**config.mk**
```make
export PLATFORM = sky130hd
export DESIGN_NAME = bmc_ctrl
export DESIGN_NICKNAME = d
export VERILOG_FILES = /design/src/rtl/bmc_pkg.sv /design/src/rtl/bmc_arbiter.sv /design/src/rtl/bmc_ctrl.sv
export SDC_FILE = /design/constraint.sdc
export NUM_CORES = 1
export LEC_CHECK = 0
export BUFFER_PORTS_ARGS = -buffer_cell sky130_fd_sc_hd__buf_4
export CAP_MARGIN = 15
export CORE_MARGIN = 8
export CORE_UTILIZATION = 45
export CTS_CLUSTER_DIAMETER = 30
export DETAILED_ROUTE_END_ITERATION = 10
export PLACE_DENSITY = 0.77
export SETUP_SLACK_MARGIN = 0.2
export SYNTH_ARGS = -nofsm -noshare
export SYNTH_HDL_FRONTEND = slang
export SYNTH_SLANG_ARGS = --single-unit
```
**constraint.sdc**
```tcl
create_clock -name clk -period 4.09 [get_ports clk]
set_clock_uncertainty 0.15 [all_clocks]
set_input_delay 0.6135 -clock clk [delete_from_list [all_inputs] [get_ports clk]]
set_output_delay 0.6135 -clock clk [all_outputs]
set_load 0.03 [all_outputs]
```
**src/rtl/bmc_pkg.sv**
```systemverilog
// Package for the bus-master control register block of a DMA engine.
// Assumes a single PCI clock domain; shared by the register and arbiter.
package bmc_pkg;
    localparam logic [7:0] BMC_OFFSET = 8'h00;
    localparam int BL_LSB = 8;
    localparam int BL_MSB = 13;
    localparam int BBE_BIT = 7;
    localparam int SKIP_LSB = 2;
    localparam int SKIP_MSB = 6;
    localparam int ARB_BIT = 1;
    localparam int SWR_BIT = 0;
    localparam int CA_LSB = 14;
    localparam int CA_MSB = 15;
    localparam int DBE_BIT = 20;
    localparam int WAIT_BIT = 21;
    localparam logic [31:0] BMC_WMASK = 32'h0030_FFFF;
    localparam logic [31:0] BMC_RESET = 32'h0000_0010;
    localparam logic [4:0] SKIP_RESET = 5'h04;
    localparam int SWR_TIME_CLKS = 4;
    localparam logic [2:0] SWR_CYCLES = 3'(SWR_TIME_CLKS);
    localparam logic [5:0] BL_REF_CA = 6'h00;
    localparam logic [1:0] CA_8 = 2'h1;
    localparam logic [1:0] CA_16 = 2'h2;
    localparam logic [1:0] CA_32 = 2'h3;

    typedef struct packed {
        logic [5:0] burst_longword_limit;
        logic buffer_byte_order;
        logic [4:0] skip;
        logic tx_rx_bus_priority;
        logic [1:0] cache_alignment_field;
        logic desc_byte_order;
        logic wait_state;
    } bmc_cfg_t;

    typedef struct packed {
        logic tx;
        logic rx;
    } bmc_req_t;
endpackage : bmc_pkg

```
**src/rtl/bmc_arbiter.sv**
```systemverilog
// Internal bus arbiter between transmit and receive processes.
// Assumes requests are held until granted and dropped when done.
`timescale 1ns/1ps
`default_nettype none
module bmc_arbiter (
    // Clock and reset
    input wire logic clk,
    input wire logic rst,
    input wire logic ce,
    input wire logic soft_rst,
    // Control
    input wire logic tx_rx_bus_priority,
    input wire bmc_pkg::bmc_req_t req,
    output logic [1:0] grant
);
    logic last_rx;
    logic next_last_rx;
    logic [1:0] next_grant;

    always_comb
    begin
        next_grant = 2'h0;
        next_last_rx = last_rx;
        if (grant[0] && req.rx)
        begin
            next_grant = grant;
        end
        else if (grant[1] && req.tx)
        begin
            next_grant = grant;
        end
        else if (req.rx && req.tx)
        begin
            if (tx_rx_bus_priority && last_rx)
                next_grant = 2'h2;
            else
                next_grant = 2'h1;
        end
        else if (req.rx)
            next_grant = 2'h1;
        else if (req.tx)
            next_grant = 2'h2;
        if (next_grant != 2'h0)
            next_last_rx = next_grant[0];
    end

    always_ff @(posedge clk or posedge rst)
    begin
        if (rst)
        begin
            grant <= 2'h0;
            last_rx <= 1'b0;
        end
        else if (ce)
        begin
            if (soft_rst)
            begin
                grant <= 2'h0;
                last_rx <= 1'b0;
            end
            else
            begin
                grant <= next_grant;
                last_rx <= next_last_rx;
            end
        end
    end

    rx_first_a: assert property (@(posedge clk) disable iff (rst)
        ce && !soft_rst && !tx_rx_bus_priority && req.rx && req.tx
        && grant == 2'h0 |=> grant == 2'h1)
        else $error("receive not preferred under fixed priority");
    fair_turn_a: assert property (@(posedge clk) disable iff (rst)
        ce && !soft_rst && tx_rx_bus_priority && req.rx && req.tx
        && grant == 2'h0 && last_rx |=> grant == 2'h2)
        else $error("transmit not given its turn");
    one_hot_a: assert property (@(posedge clk) disable iff (rst)
        grant != 2'h3)
        else $error("both processes granted");
    tx_grant_c: cover property (@(posedge clk) disable iff (rst)
        grant == 2'h2);
endmodule : bmc_arbiter
`default_nettype wire

```
**src/rtl/bmc_ctrl.sv**
```systemverilog
// Bus-master control register with software reset and burst limiting.
// Assumes a PCI target front end holding write/read strobes until TRDY.
// Behaviour
// - Each burst is capped at the burst length code 1..63, or by cache alignment when it is zero.
// - The buffer byte-order bit makes data buffers big endian when one, little endian when zero.
// - The next descriptor address is the current one plus the skip field in long words.
// - The skip field loads four after hardware or software reset.
// - With the priority bit one, transmit and receive share the internal bus equally.
// - With the priority bit zero, receive wins the internal bus over transmit unless transmit already holds it.
// - Writing one to the reset bit resets the internal state and reloads this register with its reset value.
// - The software reset lasts four clocks and the bit then clears itself.
// - A target access during software reset sees TRDY held off until it ends.
// - The software reset bit reads zero after hardware reset.
`timescale 1ns/1ps
`default_nettype none
module bmc_ctrl (
    // Clock and reset
    input wire logic clk,
    input wire logic rst,
    input wire logic ce,
    // PCI target access
    input wire logic tgt_valid,
    input wire logic tgt_write,
    input wire logic [7:0] tgt_addr,
    input wire logic [31:0] tgt_wdata,
    input wire logic [3:0] tgt_be_n,
    output logic trdy_n,
    output logic [31:0] tgt_rdata,
    // Descriptor walk
    input wire logic desc_step,
    input wire logic desc_load,
    input wire logic [31:0] desc_base,
    output logic [31:0] desc_addr,
    // Burst and data path
    input wire logic [6:0] burst_count,
    output logic burst_stop,
    input wire logic [31:0] buf_in,
    output logic [31:0] buf_out,
    // Process arbitration
    input wire bmc_pkg::bmc_req_t proc_req,
    output logic [1:0] proc_grant,
    // Reset and configuration out to other blocks
    output logic soft_rst,
    output bmc_pkg::bmc_cfg_t cfg
);
    logic [31:0] reg_q;
    logic [31:0] next_reg_q;
    logic [2:0] swr_cnt;
    logic [2:0] next_swr_cnt;
    logic [31:0] next_desc_addr;
    logic next_trdy_n;
    logic [31:0] next_rdata;
    logic next_soft_rst;
    logic [6:0] limit;
    logic next_burst_stop;
    logic [31:0] next_buf_out;
    logic hit;
    logic [31:0] bemask;
    bmc_pkg::bmc_cfg_t next_cfg;

    assign hit = tgt_addr == bmc_pkg::BMC_OFFSET;
    assign bemask = {{8{~tgt_be_n[3]}}, {8{~tgt_be_n[2]}},
                     {8{~tgt_be_n[1]}}, {8{~tgt_be_n[0]}}};

    // Register, software reset timer and target handshake
    always_comb
    begin
        next_reg_q = reg_q;
        next_swr_cnt = swr_cnt;
        next_trdy_n = 1'b1;
        next_rdata = 32'h0000_0000;
        next_soft_rst = 1'b0;
        if (swr_cnt != 3'h0)
        begin
            next_swr_cnt = 3'(swr_cnt - 3'h1);
            next_soft_rst = swr_cnt != 3'h1;
            if (swr_cnt == 3'h1)
            begin
                next_reg_q = bmc_pkg::BMC_RESET;
                next_reg_q[bmc_pkg::SWR_BIT] = 1'b0;
            end
        end
        else if (tgt_valid && trdy_n)
        begin
            next_trdy_n = 1'b0;
            if (tgt_write && hit)
            begin
                next_reg_q = (reg_q & ~(bemask & bmc_pkg::BMC_WMASK))
                    | (tgt_wdata & bemask & bmc_pkg::BMC_WMASK);
                if (!tgt_be_n[0] && tgt_wdata[bmc_pkg::SWR_BIT])
                begin
                    next_swr_cnt = bmc_pkg::SWR_CYCLES;
                    next_soft_rst = 1'b1;
                end
            end
            else if (!tgt_write && hit)
                next_rdata = reg_q;
        end
    end

    always_ff @(posedge clk or posedge rst)
    begin
        if (rst)
        begin
            reg_q <= bmc_pkg::BMC_RESET;
            swr_cnt <= 3'h0;
            trdy_n <= 1'b1;
            tgt_rdata <= 32'h0000_0000;
            soft_rst <= 1'b0;
        end
        else if (ce)
        begin
            reg_q <= next_reg_q;
            swr_cnt <= next_swr_cnt;
            trdy_n <= next_trdy_n;
            tgt_rdata <= next_rdata;
            soft_rst <= next_soft_rst;
        end
    end

    // Configuration outputs, descriptor walker, burst limit, byte order
    always_comb
    begin
        next_cfg.burst_longword_limit = reg_q[bmc_pkg::BL_MSB:bmc_pkg::BL_LSB];
        next_cfg.buffer_byte_order = reg_q[bmc_pkg::BBE_BIT];
        next_cfg.skip = reg_q[bmc_pkg::SKIP_MSB:bmc_pkg::SKIP_LSB];
        next_cfg.tx_rx_bus_priority = reg_q[bmc_pkg::ARB_BIT];
        next_cfg.cache_alignment_field = reg_q[bmc_pkg::CA_MSB:bmc_pkg::CA_LSB];
        next_cfg.desc_byte_order = reg_q[bmc_pkg::DBE_BIT];
        next_cfg.wait_state = reg_q[bmc_pkg::WAIT_BIT];
        limit = {1'b0, cfg.burst_longword_limit};
        if (cfg.burst_longword_limit == bmc_pkg::BL_REF_CA)
        begin
            unique case (cfg.cache_alignment_field)
                bmc_pkg::CA_8: limit = 7'h08;
                bmc_pkg::CA_16: limit = 7'h10;
                bmc_pkg::CA_32: limit = 7'h20;
                default: limit = 7'h01;
            endcase
        end
        next_burst_stop = burst_count >= limit;
        next_desc_addr = desc_addr;
        if (desc_load)
            next_desc_addr = desc_base;
        else if (desc_step)
            next_desc_addr = desc_addr + {25'h0, cfg.skip, 2'h0};
        if (cfg.buffer_byte_order)
            next_buf_out = {buf_in[7:0], buf_in[15:8],
                            buf_in[23:16], buf_in[31:24]};
        else
            next_buf_out = buf_in;
    end

    always_ff @(posedge clk or posedge rst)
    begin
        if (rst)
        begin
            cfg <= '0;
            cfg.skip <= bmc_pkg::SKIP_RESET;
            desc_addr <= 32'h0000_0000;
            burst_stop <= 1'b0;
            buf_out <= 32'h0000_0000;
        end
        else if (ce)
        begin
            cfg <= next_cfg;
            burst_stop <= next_burst_stop;
            buf_out <= next_buf_out;
            if (soft_rst)
                desc_addr <= 32'h0000_0000;
            else
                desc_addr <= next_desc_addr;
        end
    end

    bmc_arbiter u_arb (
        .clk(clk),
        .rst(rst),
        .ce(ce),
        .soft_rst(soft_rst),
        .tx_rx_bus_priority(cfg.tx_rx_bus_priority),
        .req(proc_req),
        .grant(proc_grant)
    );

    // Assertions
    swr_length_a: assert property (@(posedge clk) disable iff (rst)
        ce && $rose(soft_rst) |->
        soft_rst [*4] ##1 !soft_rst)
        else $error("software reset length wrong");
    trdy_hold_a: assert property (@(posedge clk) disable iff (rst)
        soft_rst |=> trdy_n)
        else $error("TRDY asserted during software reset");
    swr_clear_a: assert property (@(posedge clk) disable iff (rst)
        $fell(soft_rst) |-> !reg_q[bmc_pkg::SWR_BIT])
        else $error("reset bit not cleared");
    skip_reload_a: assert property (@(posedge clk) disable iff (rst)
        $fell(soft_rst) |-> reg_q[bmc_pkg::SKIP_MSB:bmc_pkg::SKIP_LSB]
        == bmc_pkg::SKIP_RESET)
        else $error("skip not reloaded after software reset");
    desc_step_a: assert property (@(posedge clk) disable iff (rst)
        ce && !soft_rst && desc_step && !desc_load |=>
        desc_addr == $past(desc_addr) + {25'h0, $past(cfg.skip), 2'h0})
        else $error("descriptor step wrong");
    burst_cap_a: assert property (@(posedge clk) disable iff (rst)
        ce && cfg.burst_longword_limit == 6'h04 && burst_count == 7'h04
        |=> burst_stop)
        else $error("burst not capped");
    byte_swap_a: assert property (@(posedge clk) disable iff (rst)
        ce && cfg.buffer_byte_order |=> buf_out[31:24] == $past(buf_in[7:0]))
        else $error("big endian swap missing");
    swr_start_a: assert property (@(posedge clk) disable iff (rst)
        ce && !soft_rst && swr_cnt == 3'h0 && tgt_valid && trdy_n
        && tgt_write && hit && !tgt_be_n[0] && tgt_wdata[0]
        |=> soft_rst)
        else $error("software reset not started");
    swr_c: cover property (@(posedge clk) $fell(soft_rst));
    read_c: cover property (@(posedge clk) !trdy_n && tgt_rdata != 32'h0);
    blocked_c: cover property (@(posedge clk) soft_rst && tgt_valid);
endmodule : bmc_ctrl
`default_nettype wire

```
-- Yosys cells after proc, flatten, opt, wreduce, memory -nomap -nowiden
Cells that the tools add are included.
- word-level logic and storage cells: 89
- bits of input ports: 124
- register bits after elaboration: 154
- magnitude comparators: 1
- reduce and logical (&&, ||, !) cells: 23
- muxes and demuxes: 33
- bitwise operators: 7
- eq/ne operators: 6
- $add $sub $neg: 2
- operators with widths (operator ; number):
    $mux 32 ; 12
    $add 32x7->32 ; 1
    $and 32x32->32 ; 1
    $not 22->32 ; 1
    $or 32x22->32 ; 1
    $and 22x22->22 ; 1
    $pmux 6 s3 ; 1
    $mux 2 ; 7
    $mux 3 ; 4
    $reduce_bool 2->1 ; 5
    $logic_and 1x1->1 ; 8
    $logic_not 8->1 ; 1
    $mux 1 ; 8
    $reduce_and 4->1 ; 2
    $ge 7x7->1 ; 1
    $logic_not 6->1 ; 1
    $mux 6 ; 1
    $reduce_bool 3->1 ; 2
    $eq 2x2->1 const B ; 2
    $reduce_and 2->1 ; 2
    $eq 3x1->1 const B ; 1
    $ne 3x1->1 const B ; 1
    $not 1->1 ; 3
    $sub 3x1->3 const B ; 1
    other kinds (3) ; 4

-- Depth between registers and ports, before layout
- word-level depth: 8
- mapped depth: 9
- gate-level depth less buffers: 9

-- Hierarchy
A second synthesis with hierarchy kept.
- cells, all modules: 624
- area, all modules: 6456.2 µm²
- modules (own cells, without submodules) (module ; cells each ; area each (µm²) ; times used ; seq. area each (µm²)):
    bmc_ctrl ; 605 ; 6264.8 ; 1 ; 3106.7
    bmc_arbiter ; 19 ; 191.4 ; 1 ; 75.1

-- Least setup slack after synthesis
Ideal clock, no wire load.
- path kind: reg-to-reg
- start point: register cfg[13] (netlist name)
- end point: register burst_stop
- data required time: 3803 ps
- cell stages (with the launch flop): 10
- clock period less this slack: 2669 ps
- data arrival time: 2382 ps
- setup slack: 1421 ps
- cells stage by stage: dfrtp_1 > or4_1 > nor4_1 > a21o_1 > ha_1 > nand2b_1 > a211oi_1 > o31ai_1 > a211oi_1 > a21oi_1
- longest elaborated chain between the ends: 3
- ends and longest elaborated chain (item ; line ; source):
    start: declaration ; bmc_ctrl.sv:44 ; output bmc_pkg::bmc_cfg_t cfg
    start signal: assignment ; bmc_ctrl.sv:166 ; cfg <= next_cfg;
    $logic_not 6->1 ; bmc_ctrl.sv:132 ; if (cfg.burst_longword_limit == bmc_pkg::BL_REF_CA)
    $mux 6 (*) ; bmc_ctrl.sv:132 ;
    $ge 7x7->1 (*) ; bmc_ctrl.sv:141 ; next_burst_stop = burst_count >= limit;
    end signal: assignment ; bmc_ctrl.sv:167 ; burst_stop <= next_burst_stop;
    end: declaration ; bmc_ctrl.sv:36 ; output logic burst_stop,
Mark *: on every way between the ends. The rest lies on a longest branch, timed or not.
A chain may end at the register's enable or synchronous reset.

-- Worst setup path in the final report
Same ends and word-level chain as after synthesis.

==> flow_metrics.tcl <==
set metrics [dict create \
    status "completed" \
    ir_worst_vdd_mv 0.451 \
    rrSetupSlack_ns 1.35 \
    fillers 1229 \
    critical_path.endpoint_type "flip-flop" \
    p_int_mw 3.51 \
    drtIter0Drc 376 \
    cts_buffers 17 \
    power_leakage_nw 4.11 \
    synthToLayoutAreaGrowth_pct 36.2 \
    num_rows 44 \
    timing.final.crit_share 0.670 \
    die_area_sq_mm 0.0187 \
    crit_buf_inv 0 \
    synth_seq_cells 127 \
    place_area_sq_mm 0.00829 \
    synth_area_sq_mm 0.00656 \
    ys_top_cells_by_area "dfrtp_1 (47%), mux2i_1 (8.1%), nand2_1 (4.0%)" \
    slowest_stage "or4_1" \
    pin_count 242 \
    clk_pin_slew_worst_paths_ns 0.06 \
    post-route-cell-area_sq_mm 0.00893 \
    worstHoldPathType "input pin to async pin" \
    worstPathCellList "or4_1 -> nor4_1 -> a21o_1 -> ha_1 -> nand2b_1 -> a211oi_1 -> o31ai_1 -> a211oi_1 -> a21oi_1" \
    finalWorstPathRequiredPeriod_ns 2.74 \
    htree_num_levels 4 \
    arrival_ns 2.86 \
    tightestPinTransition_ns 0.896 \
    reg2reg_to "burst_stop" \
    dp_hpwl_microns 13800 \
    r2r_start "cfg[13]" \
    wirelength_microns 18800 \
    syn_nets 782 \
    tritoncts "built" \
    path_common_cell "a211oi_1" \
    final-seq-area_sq_mm 0.00318 \
    clock-sinks 127 \
    ys_seq_area_frac 0.485 \
    layout.nets 989 \
    avgSynthCellArea_sq_um 10.2 \
    antenna_found_initial 0 \
    critical_path_class "flip-flop to flip-flop" \
    yosysTopAreaCell "dfrtp_1" \
    relSlewSlack 0.403 \
    synthArstFlopShare 1.00 \
    die_y_microns 137 \
    coreArea_sq_mm 0.0144 \
    setup_violations 0 \
    cts_root_buffer "clkbuf_16" \
    worstPathMaxFanout 3 \
    grt_usage 0.199 \
    rsz0062_at_grt "false" \
    grt_pass1_vias 5778 \
    grt_overflow_total 0 \
    netSwitchingFraction 0.389 \
    p_per_area_mw_per_mm2 643 \
    dr.pass1.iters 5 \
    synth-main-ff-cell "dfrtp_1" \
    netlist.area_leader.share 0.473 \
    grt_max_degree 83 \
    seq_power_share 0.353 \
    detail_route.wl_per_cell_microns 18.0 \
    finalHoldViolCount 0 \
    utilization 0.622 \
    drtAntennaViolNets 0 \
    portBuffers 226 \
    holdBufCountCts 0 \
    yosysUniqueCellTypes 70 \
    crit_family "simple AND/OR/NAND/NOR gates" \
    place.gp.congestion 0.912 \
    switchingPower_mw 2.24 \
    cts_resized 0 \
    required_ns 4.22 \
    maxCapViolCount 0 \
    start_util 0.456 \
    syn_inst 645 \
    p_clk_frac 0.287 \
    fmax_ghz 0.365 \
    drive_above_1_share 0.353 \
    reg2regPathDepth 9 \
    die_w_microns 137 \
    cpPeakStageDelay_ns 0.54 \
    synth-edff-count 0 \
    worstSetupStartpointType "flip-flop" \
    tns_ns 0 \
    ys.warnings.count 0 \
    vias 5714 \
    antenna_cells 0 \
    insertion_delay_ns 0.42 \
    pwr-share-comb 0.360 \
    finalMaxSlewViolations 0 \
    grt_pass1_wl_microns 29400 \
    cts_setup_buffers 0 \
    drc 0 \
    synth.most_common_cell "dfrtp_1" \
    clockBufferDepth 2 \
    synth_common_cells "dfrtp_1 (124), nand2_1 (70), nor2_1 (62)" \
    via_per_inst 5.45 \
    multiInputGateArea_sq_mm 0.00298 \
]
==> routing by layer <==
layer / vias to the layer above / share of wire / GRT usage
met2: 208 / 0.49 / 0.324
met3: 19 / 0.093 / 0.0672
met4: 0 / 0.010 / 0.0708
met1: 2759 / 0.41 / 0.240
met5: - / 0 / 0
li1: 2728 / - / -
==> final cells by class <==
class	instances	share of cell area
Sequential cell	127	0.356
Clock inverter	13	0.0223
Multi-Input combinational cell	437	0.334
Clock buffer	19	0.0496
Tap cell	184	0.0258
Timing Repair Buffer	232	0.196
Inverter	37	0.0160
==> state kept, by name (all words and copies together) (netlist names) <==
name           flops
trdy_n             1
swr_cnt            3
soft_rst           1
buf_out           32
desc_addr         32
u_arb.last_rx      1
burst_stop         1
u_arb.grant        2
cfg               17
reg_q             18
tgt_rdata         19
==> how the worst max path moves through the flow <==
| stage | start | end | slack (ns) | cells past startpoint |
|---|---|---|---|---|
| 4_1_cts | cfg[13] | burst_stop | 1.35 | 9 |
| 6_report | cfg[13] | burst_stop | 1.35 | 9 |
| 3_5_place_dp | cfg[14] | burst_stop | 1.37 | 9 |
| 5_1_grt | cfg[13] | burst_stop | 1.10 | 9 |
| 2_1_floorplan | cfg[13] | burst_stop | 1.42 | 9 |
| 3_3_place_gp | cfg[13] | burst_stop | 1.41 | 9 |
==> worst register-to-register path, stage by stage (launching register included) <==
cell      delay, ns
dfrtp_1        0.39
or4_1          0.54
nor4_1         0.30
a21o_1         0.18
ha_1           0.22
nand2b_1       0.14
a211oi_1       0.23
o31ai_1        0.11
a211oi_1       0.24
a21oi_1        0.09
==> power by group through the flow <==
stage | Combinational, mW | Sequential [mW] | Clock (mW)
4_1_cts | 2.09 | 2.02 | 1.67
6_report | 2.07 | 2.03 | 1.65
3_5_place_dp | 2.08 | 2.03 | 0
5_1_grt | 2.25 | 2.08 | 1.72
2_1_floorplan | 0.954 | 2.38 | 0
3_3_place_gp | 2.04 | 2.02 | 0
==> per-stage QoR <==
stage | cells | hold slack (ns) | worst slack, ns | power (mW)
after global placement | 1017 | 0.316 | 1.41 | 4.07
after global routing | 1049 | 0.180 | 1.10 | 6.05
after floorplan | 645 | 0.299 | 1.42 | 3.33
after detailed placement | 1017 | 0.331 | 1.37 | 4.12
final | 1049 | 0.151 | 1.35 | 5.75
after CTS | 1049 | 0.156 | 1.35 | 5.79
==> cell families (layout without fill, tap and decap cells) <==
group | Yosys count | count (layout) | share of synthesized area
AOI/OAI and AO/OA | 157 | 157 | 0.162
muxes | 67 | 67 | 0.105
DFF | 127 | 127 | 0.485
and+or+nand+nor | 197 | 197 | 0.158
xor gates and xnor gates | 3 | 3 | 0.00401
adders and majority gates | 13 | 13 | 0.0259
buffers and inverters | 81 | 301 | 0.0601
==> cells in the final DEF (no fill, tap or decap), drive strengths merged, types with 4 or more instances in the layout <==
master	n
a22oi	5
nand4	9
nand2	70
inv	41
bufinv	4
clkinv	4
mux2	14
a21o	5
nand3	18
o21ai	39
and2	4
mux2i	53
nor4	9
nor2	64
dfrtp	124
o211ai	15
a21oi	42
o31ai	5
buf	232
o311ai	14
a22o	5
nor3	4
clkbuf	19
ha	12
Power figures use the tool's default switching activity.
